### src/verilog/eii_consts.vh
// Constants for the external interrupt inputs block
`ifndef EII_CONSTS_VH
`define EII_CONSTS_VH

`define EII_CFG_ADDR      8'hDE
`define EII_CFG_RESET     8'h00
`define EII_A_SEL_LSB     0
`define EII_A_SEL_MSB     2
`define EII_A_POL_BIT     3
`define EII_B_SEL_LSB     4
`define EII_B_SEL_MSB     6
`define EII_B_POL_BIT     7
`define EII_TMR_CTL_ADDR   8'h88
`define EII_TMR_CTL_RESET  8'h00
`define EII_TMR_CTL_A_EDGE 0
`define EII_TMR_CTL_A_PEND 1
`define EII_TMR_CTL_B_EDGE 2
`define EII_TMR_CTL_B_PEND 3
`define EII_PORT_WIDTH    8
`define EII_SEL_WIDTH     3

`endif

### src/verilog/eii_channel.v
// One external interrupt channel: pin pick, sync, pending flag
`timescale 1ns/1ps
module eii_channel #(
   parameter PORT_WIDTH = 8,
   parameter SEL_WIDTH  = 3
) (
   input  wire                  ref_clk_i,
   input  wire                  reset_i,
   input  wire [PORT_WIDTH-1:0] port_pins_i,
   input  wire [SEL_WIDTH-1:0]  pin_select_i,
   input  wire                  polarity_i,
   input  wire                  edge_select_i,
   input  wire                  vector_ack_i,
   input  wire                  sw_write_i,
   input  wire                  sw_value_i,
   output reg                   pending_o
);

   reg        sync_meta;
   reg        sync_pin;
   reg        prev_active;
   reg  [1:0] sync_fill;
   wire       active;
   wire       edge_seen;
   reg        next_pending;

   ////////////////////////////////////////////////////////////////////////
   // pin index pick; read only, never drives the pin
   always @(posedge ref_clk_i or posedge reset_i) begin
      if (reset_i) begin
         sync_meta   <= 1'b0;
         sync_pin    <= 1'b0;
         prev_active <= 1'b1;
         sync_fill   <= 2'b00;
      end else begin
         sync_meta   <= port_pins_i[pin_select_i];
         sync_pin    <= sync_meta;
         sync_fill   <= {sync_fill[0], 1'b1};
         // Until the sync stages hold real pin values, treat as active
         // so that no false edge follows reset
         prev_active <= sync_fill[1] ? active : 1'b1;
      end
   end

   assign active    = polarity_i ? sync_pin : ~sync_pin;
   assign edge_seen = active & ~prev_active;

   ////////////////////////////////////////////////////////////////////////
   always @* begin
      next_pending = pending_o;
      // edge mode when select is 1
      if (edge_select_i) begin
         if (sw_write_i)
            next_pending = sw_value_i;
         if (vector_ack_i)
            next_pending = 1'b0;
         // Set wins over any clear in the same cycle
         if (edge_seen)
            next_pending = 1'b1;
      end else begin
         // level mode flag follows input
         // Reset values of the sync flops are not pin levels
         next_pending = active & sync_fill[1];
      end
   end

   always @(posedge ref_clk_i or posedge reset_i) begin
      if (reset_i)
         pending_o <= 1'b0;
      else
         pending_o <= next_pending;
   end

endmodule

### src/verilog/eii_top.v
// External interrupt inputs: config registers and two channels
`timescale 1ns/1ps
`include "eii_consts.vh"
module eii_top #(
   parameter PORT_WIDTH = `EII_PORT_WIDTH,
   parameter SEL_WIDTH  = `EII_SEL_WIDTH
) (
   input  wire                  ref_clk_i,
   input  wire                  reset_i,
   input  wire [PORT_WIDTH-1:0] port_pins_i,
   input  wire [7:0]            sfr_addr_i,
   input  wire [7:0]            sfr_wdata_i,
   input  wire                  sfr_wr_i,
   input  wire                  sfr_rd_i,
   input  wire                  vector_a_i,
   input  wire                  vector_b_i,
   output reg  [7:0]            sfr_rdata_o,
   output wire                  irq_a_request_o,
   output wire                  irq_b_request_o
);

   reg  [7:0] ext_irq_pin_polarity_config;
   reg        irq_a_edge_select;
   reg        irq_b_edge_select;
   wire       irq_a_pending;
   wire       irq_b_pending;
   wire       cfg_hit;
   wire       tmr_ctl_hit;
   wire [7:0] timer_control_reg;
   reg  [7:0] next_rdata;

   assign cfg_hit  = sfr_addr_i == `EII_CFG_ADDR;
   assign tmr_ctl_hit = sfr_addr_i == `EII_TMR_CTL_ADDR;

   ////////////////////////////////////////////////////////////////////////
   // Configuration and trigger-type storage
   always @(posedge ref_clk_i or posedge reset_i) begin
      if (reset_i) begin
         ext_irq_pin_polarity_config <= `EII_CFG_RESET;
         irq_a_edge_select           <= 1'b0;
         irq_b_edge_select           <= 1'b0;
      end else if (sfr_wr_i) begin
         if (cfg_hit)
            ext_irq_pin_polarity_config <= sfr_wdata_i;
         if (tmr_ctl_hit) begin
            irq_a_edge_select <= sfr_wdata_i[`EII_TMR_CTL_A_EDGE];
            irq_b_edge_select <= sfr_wdata_i[`EII_TMR_CTL_B_EDGE];
         end
      end
   end

   ////////////////////////////////////////////////////////////////////////
   // two identical independent channels
   eii_channel #(
      .PORT_WIDTH (PORT_WIDTH),
      .SEL_WIDTH  (SEL_WIDTH)
   ) u_chan_a (
      .ref_clk_i     (ref_clk_i),
      .reset_i       (reset_i),
      .port_pins_i   (port_pins_i),
      .pin_select_i  (ext_irq_pin_polarity_config[`EII_A_SEL_MSB:
                                                  `EII_A_SEL_LSB]),
      .polarity_i    (ext_irq_pin_polarity_config[`EII_A_POL_BIT]),
      .edge_select_i (irq_a_edge_select),
      .vector_ack_i  (vector_a_i),
      .sw_write_i    (sfr_wr_i & tmr_ctl_hit),
      .sw_value_i    (sfr_wdata_i[`EII_TMR_CTL_A_PEND]),
      .pending_o     (irq_a_pending)
   );

   eii_channel #(
      .PORT_WIDTH (PORT_WIDTH),
      .SEL_WIDTH  (SEL_WIDTH)
   ) u_chan_b (
      .ref_clk_i     (ref_clk_i),
      .reset_i       (reset_i),
      .port_pins_i   (port_pins_i),
      .pin_select_i  (ext_irq_pin_polarity_config[`EII_B_SEL_MSB:
                                                  `EII_B_SEL_LSB]),
      .polarity_i    (ext_irq_pin_polarity_config[`EII_B_POL_BIT]),
      .edge_select_i (irq_b_edge_select),
      .vector_ack_i  (vector_b_i),
      .sw_write_i    (sfr_wr_i & tmr_ctl_hit),
      .sw_value_i    (sfr_wdata_i[`EII_TMR_CTL_B_PEND]),
      .pending_o     (irq_b_pending)
   );

   // pending flags are the CPU requests, straight from flops
   assign irq_a_request_o = irq_a_pending;
   assign irq_b_request_o = irq_b_pending;

   ////////////////////////////////////////////////////////////////////////
   // Read side; timer bits of the shared register read zero here
   assign timer_control_reg = {4'h0, irq_b_pending, irq_b_edge_select,
                               irq_a_pending, irq_a_edge_select};

   always @* begin
      next_rdata = 8'h00;
      if (sfr_rd_i && cfg_hit)
         next_rdata = ext_irq_pin_polarity_config;
      else if (sfr_rd_i && tmr_ctl_hit)
         next_rdata = timer_control_reg;
   end

   always @(posedge ref_clk_i or posedge reset_i) begin
      if (reset_i)
         sfr_rdata_o <= 8'h00;
      else
         sfr_rdata_o <= next_rdata;
   end

endmodule

### config.mk
export PLATFORM = sky130hd
export DESIGN_NAME = eii_top
export DESIGN_NICKNAME = d
export VERILOG_FILES = /design/src/verilog/eii_channel.v /design/src/verilog/eii_top.v
export VERILOG_INCLUDE_DIRS = /design/src /design/src/verilog
export SDC_FILE = /design/constraint.sdc
export NUM_CORES = 1
export LEC_CHECK = 0
export ABC_AREA = 1
export BUFFER_PORTS_ARGS = -buffer_cell sky130_fd_sc_hd__buf_2
export CAP_MARGIN = 20
export CORE_AREA = 2 2 43 84
export CTS_CLUSTER_SIZE = 40
export DETAILED_ROUTE_END_ITERATION = 7
export DIE_AREA = 0 0 45 86
export PLACE_DENSITY = 0.81
export RECOVER_POWER = 50
export SETUP_SLACK_MARGIN = 0.05
export SLEW_MARGIN = 20
export SYNTH_ARGS = -nofsm -noshare
export SYNTH_HDL_FRONTEND = slang
export SYNTH_SLANG_ARGS = --single-unit
### constraint.sdc
create_clock -name ref_clk_i -period 1 [get_ports ref_clk_i]
set_input_delay 0.1 -clock ref_clk_i [delete_from_list [all_inputs] [get_ports ref_clk_i]]
set_output_delay 0.1 -clock ref_clk_i [all_outputs]
set_load 0.02 [all_outputs]
Word level (Yosys, flattened, before mapping)

Cells that the tools add are included.

Register bits after elaboration: 30
Input bits: 30

$lt $le $gt $ge: 2
Eq/ne operators: 4
Muxes and demuxes: 18
Bitwise operators: 9
Reductions and logical operators: 4

Operators by type and width:

| operator                                                                      | number |
|---|---|
| 8-bit equality test (second input constant)                                   | 2 |
| 1-bit 2-to-1 mux                                                              | 14 |
| 3-bit by 4-bit less-than comparator with 1-bit output (second input constant) | 2 |
| 8-bit 2-to-1 mux                                                              | 1 |
| 4-bit by 2-bit inequality test with 1-bit output (second input constant)      | 2 |
| 1-bit binary-select mux with 3-bit select                                     | 2 |
| 1-bit bitwise AND                                                             | 5 |
| 4-bit 2-to-1 mux                                                              | 1 |
| 1-bit inverter                                                                | 4 |
| 2-bit AND reduction                                                           | 2 |
| 1-bit logical AND                                                             | 2 |

Longest topological paths before layout

Gate-level depths: netlist of run 1.

Word-level depth: 6
Mapped depth: 8

Hierarchy

Synthesis of run 1 repeated with hierarchy kept, for this count alone.

Cell total of the unflattened synthesis: 190
Area, all modules: 1490.2 um^2

Modules (own cells, without submodules):

| module      | instances | cells each | area each (um^2) | seq. area each (um^2) |
|---|---|---|---|---|
| eii_top     | 1         | 96         | 847.1            | 450.4 |
| eii_channel | 2         | 47         | 321.6            | 151.4 |

Least setup slack after synthesis of run 1

OpenSTA, ideal clock, no wires.

Path kind: register to register
Start point: register ext_irq_pin_polarity_config[0]
End point: register u_chan_a.sync_meta
Arrival: 0.911 ns
Data required time: 0.881 ns
Setup slack: -0.030 ns
Stages on the path, launching flop included: 6
Path buffers: 1
Clock period less this slack: 1.030 ns
Cell sequence: dfrtp_1 > clkbuf_1 > a21oi_1 > o21ai_0 > nand2_1 > o21a_1

Longest elaborated chain between the ends: 2

Ends and longest elaborated chain:

| element                                   | RTL line         | RTL |
|---|---|---|
| start, declared                           | eii_top.v:22     | `reg [7:0] ext_irq_pin_polarity_config;` |
| start signal, assigned                    | eii_top.v:39     | `` ext_irq_pin_polarity_config <= `EII_CFG_RESET; `` |
| start signal, assigned                    | eii_top.v:44     | `ext_irq_pin_polarity_config <= sfr_wdata_i;` |
| 1-bit binary-select mux with 3-bit select | eii_channel.v:36 | `sync_meta <= port_pins_i[pin_select_i];` |
| 1-bit 2-to-1 mux (implied by the code)    | eii_channel.v:36 |  |
| end signal, assigned                      | eii_channel.v:36 |  |
| end, declared                             | eii_channel.v:19 | `reg sync_meta;` |

Every way passes these cells. The select of a mux whose other input is x is not followed.
A chain may end at the register's enable or synchronous reset.

Worst setup path after layout of run 1

Start point: register u_chan_a.sync_pin
End point: register u_chan_a.pending_o

Longest elaborated chain between the ends: 5
Elaborated cells between the ends (all ways): 7

Ends and longest elaborated chain:

| element                | RTL line         | RTL |
|---|---|---|
| start, declared        | eii_channel.v:20 | `reg sync_pin;` |
| start signal, assigned | eii_channel.v:37 | `sync_pin <= sync_meta;` |
| 1-bit inverter         | eii_channel.v:45 | `assign active = polarity_i ? sync_pin : ~sync_pin;` |
| 1-bit 2-to-1 mux (*)   | eii_channel.v:45 |  |
| 1-bit bitwise AND      | eii_channel.v:46 | `assign edge_seen = active & ~prev_active;` |
| 1-bit 2-to-1 mux       | eii_channel.v:58 | `if (edge_seen)` |
| 1-bit 2-to-1 mux       | eii_channel.v:52 | `if (edge_select_i) begin` |
| end signal, assigned   | eii_channel.v:71 | `pending_o <= next_pending;` |
| end, declared          | eii_channel.v:16 | `output reg pending_o` |

Every way passes the cells marked *; elsewhere a longest branch is shown, timed or not.

==> results by group, run 1 <==
Worst setup path
  • Crit-path max cell delay: 0.40 ns
  • Critical-path top delay cell: dfrtp_1
  • Crit end category: flop
  • Worst Setup Start Kind: flop
  • Reg-to-Reg End: u_chan_a.pending_o
  • Top cell by count, worst path: nand2_1
  • Worst path arrival time: 1.19 ns
  • Reg2Reg Depth: 8
  • CP top delay family: simple AND/OR/NAND/NOR gates
  • CP bufs+invs: 2
  • Worst R2R Start: u_chan_a.sync_pin
  • R2r setup slk: -0.02 ns
  • Peak fanout along the critical path: 3
  • Worst Path Required: 1.18 ns
  • Type of the worst setup path: flop to flop
  • Critical-path cell list: inv_1 -> nand2_1 -> nand3b_1 -> nand2_1 -> nand2_1 -> inv_1 -> nand2_1 -> nand2_1

STA
  • RSZ-0062 raised after global routing: yes
  • Final setup margin: -0.0161 ns
  • F_max: 0.984 GHz
  • Final Cycle Share: 1.02
  • Clk_skew: 0.00665 ns
  • Final Hold Violating Endpoints: 0
  • Slew Viols, Final: 0
  • Minimum clock period: 1.02 ns
  • Final setup vio count: 1

Worst hold path
  • Min-Delay Startpoint: sfr_wdata_i[5]
  • Hold Path Sink: ext_irq_pin_polarity_config[5]
  • Hold WC Path Type: input port to flop
  • Hold path cells: 3

Finish
  • Ant. Diodes: 0
  • Post-Layout Inst Area: approximately 1800 um2
  • Count of nets after finishing: 253
  • FF+latch area: 706 um2
  • Layout area overhead: 26.1%
  • Fillers: 313
  • Fraction of layout cells with a size suffix above 1: 0.338
  • Area taken by multi-input logic gates: 551 um2

Status
  • Status: finished, violations left
  • Failing checks: setup timing

Flow run
  • Total of max-cap violations: 0

Global route
  • Number of global-route vias before repair: 1243
  • Total GRT Usage: 0.172
  • Gr ovfl total: 0
  • Initial antenna violation count: 0
  • Largest net degree at the start of global routing: 16
  • First-pass GRT wire length: 4840 um

Clocking
  • Depth of the CTS H-tree: 1
  • Reg clk slew, reported paths: about 0.09 ns
  • Max clock buf depth: 2
  • Clock latency on the worst-skew pair: 0.27 ns
  • CTS tree: yes
  • CTS sink cnt: 28
  • CTS buffer count: 3
  • Clock Tree Root: clkbuf_8

Die
  • Total core area: 3190 um2
  • Full die area: 3870 um2
  • Ports: 40
  • Die W: 45 um
  • Num rows: 29
  • Starting Density: 0.436
  • Die H: 86 um

Yosys
  • Ys Warns: 0
  • Count of different cell masters after synthesis: 22
  • Sequential fraction of the synthesis area: 0.505
  • Syn_area_per_cell: 8.28 um2
  • Gate Count Post-Synth: 168
  • Yosys reg bits: 28
  • Netlist Area Pre-Place: roughly 1400 um2
  • Synthesized netlist net count: 198

Pwr
  • VDD IR max: 0.000909 V
  • Power Density: 1310 nW/um2
  • Power, Total: 2.30 mW
  • Leakage: between 1 and 1.5 nW

Detailed routing
  • WL/cell: between 10 and 15 um
  • Post-Route WL: 3040 um
  • First-pass DRT Iterations: 4
  • Via count: 1294
  • Final ANT Viol Nets: 0
  • Vias/cell: 5.11
  • DRC Markers: 0
  • DR iter-0 viols: 19

Placed design
  • Post-DP Area: 1660 um2
  • HPWL after detailed placement: 2380 um
  • GP Congestion: 0.795
  • Port buffer count: 39
  • Pre-CTS setup slack: -0.141 ns
==> stage by stage <==
stage,setup TNS [ns],util,std cells,hold WS (ns)
final,-0.0161,0.549,253,0.0290
after global placement,-0.869,0.519,243,0.0685
after global routing,-0.683,0.549,253,0.0454
after floorplan,0,-,168,0.164
after CTS,-0.0489,0.549,252,0.0258
after detailed placement,-1.50,0.519,243,0.0747
==> cells in the final DEF, fill, tap and decap left out, types with 2 or more instances in the layout <==
| master | n |
|---|---|
| buf_4 | 12 |
| nand2_2 | 7 |
| dfstp_2 | 2 |
| a21oi_1 | 6 |
| buf_2 | 39 |
| nand2_1 | 41 |
| o21ai_2 | 2 |
| clkbuf_8 | 3 |
| nor2_1 | 9 |
| nand4_1 | 8 |
| inv_2 | 3 |
| o211ai_1 | 4 |
| nand3b_1 | 2 |
| nand3_1 | 8 |
| inv_1 | 26 |
| o21ai_0 | 11 |
| dfrtp_2 | 2 |
| o21a_1 | 2 |
| o21ai_1 | 2 |
| dfrtp_1 | 24 |
==> cell usage after synthesis, drive strengths merged <==
master | instances | area share
o211ai | 4 | 0.022
o21a | 2 | 0.011
nor2 | 10 | 0.039
nand3 | 8 | 0.029
dfstp | 2 | 0.038
nand4 | 8 | 0.036
nor3 | 2 | 0.019
a21oi | 6 | 0.022
nand2 | 49 | 0.14
dfrtp | 26 | 0.47
o21ai | 15 | 0.059
clkbuf | 2 | 0.0054
inv | 30 | 0.081
nand3b | 2 | 0.011
conb | 1 | 0.0027
buf | 1 | 0.014
==> cell type report <==
type | count | area share
inverter | 30 | 0.0649
clock buffer | 4 | 0.0257
timing repair buffer | 53 | 0.171
multi-input combinational | 107 | 0.314
sequential | 28 | 0.402
tap | 31 | 0.0221
==> state kept, by name (all words and copies together) (netlist names) <==
register and cells:
ext_irq_pin_polarity_config 8, sfr_rdata_o 8, irq_a_edge_select 1, irq_b_edge_select 1, u_chan_a.pending_o 1, u_chan_a.prev_active 1, u_chan_a.sync_fill 1, u_chan_a.sync_meta 1
u_chan_a.sync_pin 1, u_chan_b.pending_o 1, u_chan_b.prev_active 1, u_chan_b.sync_fill 1, u_chan_b.sync_meta 1, u_chan_b.sync_pin 1
==> how the worst max path moves through the flow <==
| stage | start | to | slack [ns] | depth (start not counted) |
|---|---|---|---|---|
| 2_1_floorplan | ext_irq_pin_polarity_config[0] | u_chan_a.sync_meta | 0.03 | 4 |
| 3_3_place_gp | sfr_addr_i[1] | ext_irq_pin_polarity_config[4] | -0.09 | 6 |
| 3_5_place_dp | sfr_addr_i[1] | ext_irq_pin_polarity_config[6] | -0.14 | 6 |
| 4_1_cts | u_chan_a.prev_active | u_chan_a.pending_o | -0.02 | 6 |
| 5_1_grt | ext_irq_pin_polarity_config[7] | u_chan_b.pending_o | -0.11 | 8 |
| 6_report | u_chan_a.sync_pin | u_chan_a.pending_o | -0.02 | 8 |
==> timing repair <==
item	4_1_cts	5_1_grt
hold buffers	1	0
setup endpoints to repair	6	19
endpoints found under the hold margin	6	0
pin swaps	3	1
setup buffers	4	1
resized for setup	6	1
==> worst register-to-register path, delay by kind of cell, from the launching register on <==
kind | cells | cell delay (ns)
buf+inv | 2 | 0.09
flops | 1 | 0.40
simple gates | 6 | 0.43
==> layer usage <==
metal	up-vias	wire length, um	track usage
met5	-	0	0
met3	8	138	0.0168
met4	0	117	0.115
met2	40	1670	0.310
li1	640	-	-
met1	606	1120	0.173
==> kinds of logic (layout without fill, tap and decap cells) <==
family | count (synthesis) | after routing | share of synthesized area
other | 1 | 1 | 0.00270
AND/OR/NAND/NOR | 79 | 79 | 0.278
buffers and inverters | 33 | 87 | 0.101
flip-flops | 28 | 28 | 0.505
AO/OA/AOI/OAI | 27 | 27 | 0.113
==> where the power goes <==
group / switching, mW / internal (mW)
registers: 0.0528 / 1.22
logic: 0.223 / 0.178
clock network: 0.340 / 0.286
total: 0.616 / 1.68
Note: power is estimated with default switching activity, not from simulation.
==> inputs of run 2 (changes only) <==
--- a/config.mk
+++ b/config.mk
@@ -13,7 +13,7 @@
 export CTS_CLUSTER_SIZE = 40
 export DETAILED_ROUTE_END_ITERATION = 7
 export DIE_AREA = 0 0 45 86
-export PLACE_DENSITY = 0.81
+export PLACE_DENSITY = 0.78
 export RECOVER_POWER = 50
 export SETUP_SLACK_MARGIN = 0.05
 export SLEW_MARGIN = 20
==> constraint.sdc (replaced) <==
create_clock -name ref_clk_i -period 1.3 [get_ports ref_clk_i]
set_input_delay 0.13 -clock ref_clk_i [delete_from_list [all_inputs] [get_ports ref_clk_i]]
set_output_delay 0.13 -clock ref_clk_i [all_outputs]
set_load 0.1 [all_outputs]
==> run 2 against run 1 <==
Against the previous run: the flow now finishes without violations; global-route usage is 0.32 points lower; non-clock buffer count is 11 lower; clock power is 8.6% higher; setup slack better by 0.15 ns; first-iteration DRC count is 5.3% lower; clock skew is 0.0037 ns lower; sequential power is 23% lower; die area stayed put; design area is 3.8% lower; critical path type is now flop to primary output; critical endpoint is now sfr_rdata_o[5].
==> results by group, run 2 (synthesis results as in run 1) <==
Status
  • Status: finished, final reports clean

Worst setup path
  • Critical-path cell list: buf_2
  • Peak fanout along the critical path: 1
  • Worst path arrival time: 1.04 ns
  • Crit-path max cell delay: between 0.4 and 0.5 ns
  • Worst R2R Start: ext_irq_pin_polarity_config[3]
  • Levels on crit path: 1
  • Worst Path Required: 1.17 ns
  • Reg-to-Reg End: u_chan_a.pending_o
  • Crit end category: primary output
  • Reg2Reg Depth: 8
  • Critical-path top delay cell: buf_2
  • CP top delay family: buffers and inverters
  • CP bufs+invs: 1
  • R2r setup slk: 0.23 ns
  • Worst Setup Start Kind: flop
  • Type of the worst setup path: flop to primary output

Pwr
  • Flop pwr share: 0.493
  • Clock network power share: 0.342
  • Pint: 1.46 mW
  • Switching portion of total power: 0.266
  • Psw: 0.529 mW
  • Gate power share: 0.165
  • Power, Total: 1.98 mW
  • Power Density: around 1200 nW/um2
  • Leakage: 0.975 nW
  • VDD IR max: roughly 0.0008 V

STA
  • Final Cycle Share: 0.900
  • Slew Viols, Final: 0
  • Final setup vio count: 0
  • Final Hold Violating Endpoints: 0
  • Minimum clock period: 1.17 ns
  • Hold slack final: 0.0599 ns
  • Worst-Margin Slew: roughly 0.66 ns
  • Post-Route Setup TNS: 0 ns
  • Clk_skew: between 0.002 and 0.003 ns
  • Slew headroom: 0.559
  • F_max: 0.854 GHz
  • RSZ-0062 raised after global routing: no

Global route
  • Largest net degree at the start of global routing: 29
  • Number of global-route vias before repair: 1169
  • Most Crowded Layer GR: met2
  • Gr ovfl total: 0
  • Routing usage on met1: 0.192
  • Initial antenna violation count: 0
  • First-pass GRT wire length: 4820 um
  • Met2 usage: 0.300
  • GRT met3 Usage: 0.0189
  • Total GRT Usage: 0.169

Clocking
  • CTS buffer count: 3
  • CTS tree: yes
  • Reg clk slew, reported paths: 0.09 ns
  • Clock latency on the worst-skew pair: approximately 0.27 ns
  • Depth of the CTS H-tree: 1
  • Clock Tree Root: clkbuf_8
  • CTS sink cnt: 28
  • Post-CTS Setup Inserts: 0
  • Max clock buf depth: 2

Finish
  • Fillers: around 320
  • Ant. Diodes: 0
  • FF+latch area: ~700 um2
  • Count of nets after finishing: about 240
  • Layout area overhead: 21.3%
  • Largest registers: ext_irq_pin_polarity_config: 8 flops, sfr_rdata_o: 8 flops
  • Most common cell after layout, fill and taps aside: nand2_1
  • Fraction of layout cells with a size suffix above 1: 0.265
  • Most frequent cells in the layout: 44 x nand2_1, 37 x buf_2, 29 x inv_1
  • Post-Layout Inst Area: 1690 um2
  • Area taken by multi-input logic gates: 543 um2

Detailed routing
  • First-pass DRT Iterations: 4
  • DR iter-0 viols: 18
  • Post-Route WL: 2840 um
  • Final ANT Viol Nets: 0
  • DRC Markers: 0
  • Vias/cell: 5.04
  • WL/cell: roughly 12 um
  • Via count: 1220

Worst hold path
  • Min-Delay Startpoint: sfr_wdata_i[7]
  • Hold path cells: 3
  • Hold WC Path Type: input port to flop
  • Hold Path Sink: ext_irq_pin_polarity_config[7]

Die
  • Num rows: 29
  • Total core area: 3190 um2
  • Full die area: between 3000 and 4000 um2
  • Die H: ~86 um
  • Ports: 40
  • Die W: roughly 45 um
  • Starting Density: 0.436

Placed design
  • Post-DP Area: 1610 um2
  • GP Congestion: between 0.7 and 0.8
  • Port buffer count: 39
  • HPWL after detailed placement: 2270 um

Flow run
  • Total of max-cap violations: 0
run 2: metal layers:
layer  wire length (um)  part of all wire
met1               1110              0.39
met2               1560              0.55
met3                106             0.037
met4                 62             0.022
met5                  0                 0
run 2: area by class of cell:
class | instances | share of cell area
clock inverters | 1 | 0.0178
flip-flops and latches | 28 | 0.417
well taps | 31 | 0.0230
repair buffers | 42 | 0.130
inverters | 30 | 0.0667
clock buffers | 3 | 0.0245
multi-input cells | 107 | 0.322
run 2: worst max-delay path by stage:
stage / start / endpoint / slack (ns)
global placement: sfr_addr_i[1] / ext_irq_pin_polarity_config[6] / 0.21
CTS: u_chan_b.pending_o / irq_b_request_o / 0.07
detailed placement: sfr_addr_i[1] / ext_irq_pin_polarity_config[6] / 0.16
floorplan: u_chan_a.pending_o / u_chan_a.pending_o / 0.06
global route: sfr_rdata_o[5] / sfr_rdata_o[5] / 0.09
finish: sfr_rdata_o[5] / sfr_rdata_o[5] / 0.13
run 2: timing repair:
action | in CTS | in global routing
gates resized for setup | 0 | 2
endpoints found under the hold margin | 26 | 0
hold buffers | 1 | 0
setup endpoints to repair | 0 | 2
run 2: tightest hold or removal path: cells and delay by family:
family / cells / cell delay [ns]
simple gates: 1 / 0.04
compound gates: 1 / 0.06
buf+inv: 1 / 0.07
run 2: per-stage QoR:
stage	worst slack [ns]	utilization	std cells
floorplan	0.0647	-	168
global placement	0.207	0.505	237
detailed placement	0.159	0.505	237
CTS	0.0693	0.531	242
global route	0.0857	0.529	242
finish	0.129	0.529	242
run 2: power by group through the flow:
stage               clock network [mW]  registers, mW  logic (mW)
floorplan                            0           1.05       0.157
global placement                     0          0.996       0.317
detailed placement                   0          0.996       0.325
CTS                              0.687          0.979       0.328
global route                     0.721          0.988       0.365
finish                           0.680          0.979       0.327
==> inputs of run 3 (changes only) <==
--- a/config.mk
+++ b/config.mk
@@ -6,13 +6,12 @@
 export SDC_FILE = /design/constraint.sdc
 export NUM_CORES = 1
 export LEC_CHECK = 0
-export ABC_AREA = 1
 export BUFFER_PORTS_ARGS = -buffer_cell sky130_fd_sc_hd__buf_2
 export CAP_MARGIN = 20
-export CORE_AREA = 2 2 43 84
+export CORE_AREA = 2 2 41 80
 export CTS_CLUSTER_SIZE = 40
 export DETAILED_ROUTE_END_ITERATION = 7
-export DIE_AREA = 0 0 45 86
+export DIE_AREA = 0 0 43 82
 export PLACE_DENSITY = 0.78
 export RECOVER_POWER = 50
 export SETUP_SLACK_MARGIN = 0.05
==> run 3 against run 2 <==
Against the previous run: the flow now finishes with violations (setup timing); global-route usage up 0.79 points; total power down 12%; sequential share of layout area up 2.6 points; via count down 27%; wire length down 8.4%; core utilization up 1.3 points; cell count down 32%; clock power down 22%; critical path type is now flop to flop.
==> results by group, run 3 <==
Yosys
  • Sequential fraction of the synthesis area: 0.568
  • Yosys top cell area share: 0.526
  • Number of synthesized flops with an enable pin: 0
  • Cell with the most instances after synthesis: dfrtp_1
  • Yosys reg bits: 28
  • Top cells by instance count after synthesis: 26 x dfrtp_1, 11 x mux2_2, 8 x nor2_1, 5 x nand2_1
  • Synthesized netlist net count: about 120
  • Top post-synthesis cells by area: dfrtp_1 53%, mux2_2 10%, mux4_2 7.3%
  • Synth async-reset ratio: 1.00
  • Ys flop type: dfrtp_1
  • Area leader, netlist: dfrtp_1
  • Count of different cell masters after synthesis: 23
  • Gate Count Post-Synth: 87
  • Netlist Area Pre-Place: 1240 um2
  • Ys Warns: 0
  • Syn_area_per_cell: 14.2 um2

Finish
  • Post-Layout Inst Area: ~1600 um2
  • Ant. Diodes: 0
  • Most common cell after layout, fill and taps aside: buf_2
  • Count of nets after finishing: ~170
  • Layout Cells excl Fill: 165
  • Most frequent cells in the layout: 37 x buf_2, 24 x dfrtp_1, 9 x mux2_2
  • Layout area overhead: 28.7%
  • Largest registers: ext_irq_pin_polarity_config: 8 flops, sfr_rdata_o: 8 flops
  • Fraction of layout cells with a size suffix above 1: 0.556

Global route
  • First-pass GRT wire length: between 4000 and 5000 um
  • Number of global-route vias before repair: 980
  • Initial antenna violation count: 0
  • Total GRT Usage: 0.177
  • Largest net degree at the start of global routing: 29
  • Gr ovfl total: 0

Clocking
  • Clock latency on the worst-skew pair: 0.27 ns
  • CTS sink cnt: 28
  • CTS tree: yes
  • Depth of the CTS H-tree: 1
  • CTS buffer count: 3
  • Max clock buf depth: 2
  • Reg clk slew, reported paths: 0.09 ns
  • Clock Tree Root: clkbuf_8

Worst setup path
  • Worst Setup Start Kind: flop
  • Worst path arrival time: 1.49 ns
  • Type of the worst setup path: flop to flop
  • R2r setup slk: -0.02 ns
  • Peak fanout along the critical path: 4
  • Worst Path Required: about 1.5 ns
  • Reg-to-Reg End: u_chan_b.sync_meta
  • Crit end category: flop
  • Worst R2R Start: ext_irq_pin_polarity_config[4]
  • Reg2Reg Depth: 2

STA
  • Post-Route Setup TNS: -0.0260 ns
  • RSZ-0062 raised after global routing: yes
  • Slew Viols, Final: 0
  • Worst-Margin Slew: ~0.67 ns
  • Clk_skew: 0.00110 ns
  • Final setup vio count: 2
  • Final setup margin: -0.0211 ns
  • F_max: 0.757 GHz
  • Final Cycle Share: 1.02
  • Minimum clock period: 1.32 ns
  • Slew headroom: 0.551
  • Final Hold Violating Endpoints: 0

Placed design
  • GP Congestion: about 0.72
  • HPWL after detailed placement: approximately 2000 um
  • Port buffer count: 39
  • Post-DP Area: 1500 um2
  • Cells after DPL: 159

Pwr
  • Pint: 1.31 mW
  • Switching portion of total power: 0.251
  • Psw: between 0.4 and 0.5 mW
  • Power, Total: 1.75 mW
  • Clock network power share: 0.304
  • Leakage: 0.780 nW
  • Flop pwr share: 0.550
  • VDD IR max: 0.000676 V
  • Gate power share: 0.146
  • Power Density: roughly 1100 nW/um2

Die
  • Ports: 40
  • Full die area: ~3500 um2
  • Starting Density: 0.420
  • Die W: 43 um
  • Die H: just over 80 um
  • Num rows: 28
  • Total core area: ~2900 um2

Detailed routing
  • Vias/cell: 5.41
  • WL/cell: 15.7 um
  • Via count: 893
  • DR iter-0 viols: 11
  • First-pass DRT Iterations: 3
  • DRC Markers: 0
  • Post-Route WL: 2600 um
  • Final ANT Viol Nets: 0

Worst hold path
  • Hold WC Path Type: input port to flop
  • Hold Path Sink: ext_irq_pin_polarity_config[5]
  • Hold path cells: 2
  • Min-Delay Startpoint: sfr_wdata_i[5]

Flow run
  • Total of max-cap violations: 0

Status
  • Status: finished, violations left
  • Failing checks: setup timing
## run 3: cell count changes after synthesis, moves of 8 or more
cell	delta
inv_1	-27
nand4_1	-8
mux2_2	+11
nand3_1	-8
nand2_1	-39
o21ai_0	-11
## run 3: worst max-delay path by stage
| stage | from | endpoint | slack (ns) | cells after the start |
|---|---|---|---|---|
| 2_1_floorplan | ext_irq_pin_polarity_config[0] | u_chan_a.sync_meta | 0.03 | 2 |
| 3_3_place_gp | ext_irq_pin_polarity_config[4] | u_chan_b.sync_meta | 0.03 | 2 |
| 3_5_place_dp | ext_irq_pin_polarity_config[4] | u_chan_b.sync_meta | -0.007 | 2 |
| 4_1_cts | ext_irq_pin_polarity_config[4] | u_chan_b.sync_meta | -0.02 | 2 |
| 5_1_grt | ext_irq_pin_polarity_config[4] | u_chan_b.sync_meta | -0.08 | 2 |
| 6_report | ext_irq_pin_polarity_config[4] | u_chan_b.sync_meta | -0.02 | 2 |
## run 3: kinds of logic after synthesis
kind of cell	synth area share
AO/OA/AOI/OAI	0.0586
multiplexers	0.206
XOR/XNOR	0.0142
AND/OR/NAND/NOR	0.138
other	0.00303
flip-flops	0.568
buffers and inverters	0.0121
## run 3: layer usage
layer,vias to the layer above,GRT usage,wire (um)
met5,-,0,0
met4,0,0.109,86
met3,7,0.0330,136
met2,30,0.324,1520
met1,451,0.179,858
li1,405,-,-
## run 3: final cells by class
cell class | count | area (um2)
fillers | 275 | 1350
flip-flops and latches | 28 | 706
multi-input cells | 56 | 542
repair buffers | 45 | 245
clock buffers | 4 | 55.1
well taps | 30 | 37.5
inverters | 2 | 7.51
## run 3: worst max-delay path, cell delays in order, from the launching register on
cell and delay [ns]:
dfrtp_1 0.42, mux4_2 0.52, mux2_4 0.28
## run 3: per-stage QoR
stage	hold slack [ns]	util	setup slack (ns)
6_report	0.0805	0.541	-0.0211
5_1_grt	0.0807	0.541	-0.0757
4_1_cts	0.0762	0.538	-0.0163
3_5_place_dp	0.208	0.508	-0.00680
3_3_place_gp	0.197	0.508	0.0273
2_1_floorplan	0.194	-	0.0331
## run 3: repair_timing
action                                 in CTS  in global routing
gates cloned                                0                  0
buffers inserted                            0                  1
hold buffers                                1                  0
pin swaps                                   0                  2
gates resized for setup                     4                  2
setup endpoints to repair                   4                  6
endpoints found under the hold margin      26                  0
## run 3: power by group through the flow
stage | registers (mW) | clock network [mW] | logic (mW)
after floorplan | 1.01 | 0 | 0.0975
after global placement | 0.970 | 0 | 0.229
after detailed placement | 0.974 | 0 | 0.239
after CTS | 0.960 | 0.545 | 0.249
after global routing | 0.968 | 0.579 | 0.277
final | 0.961 | 0.531 | 0.256
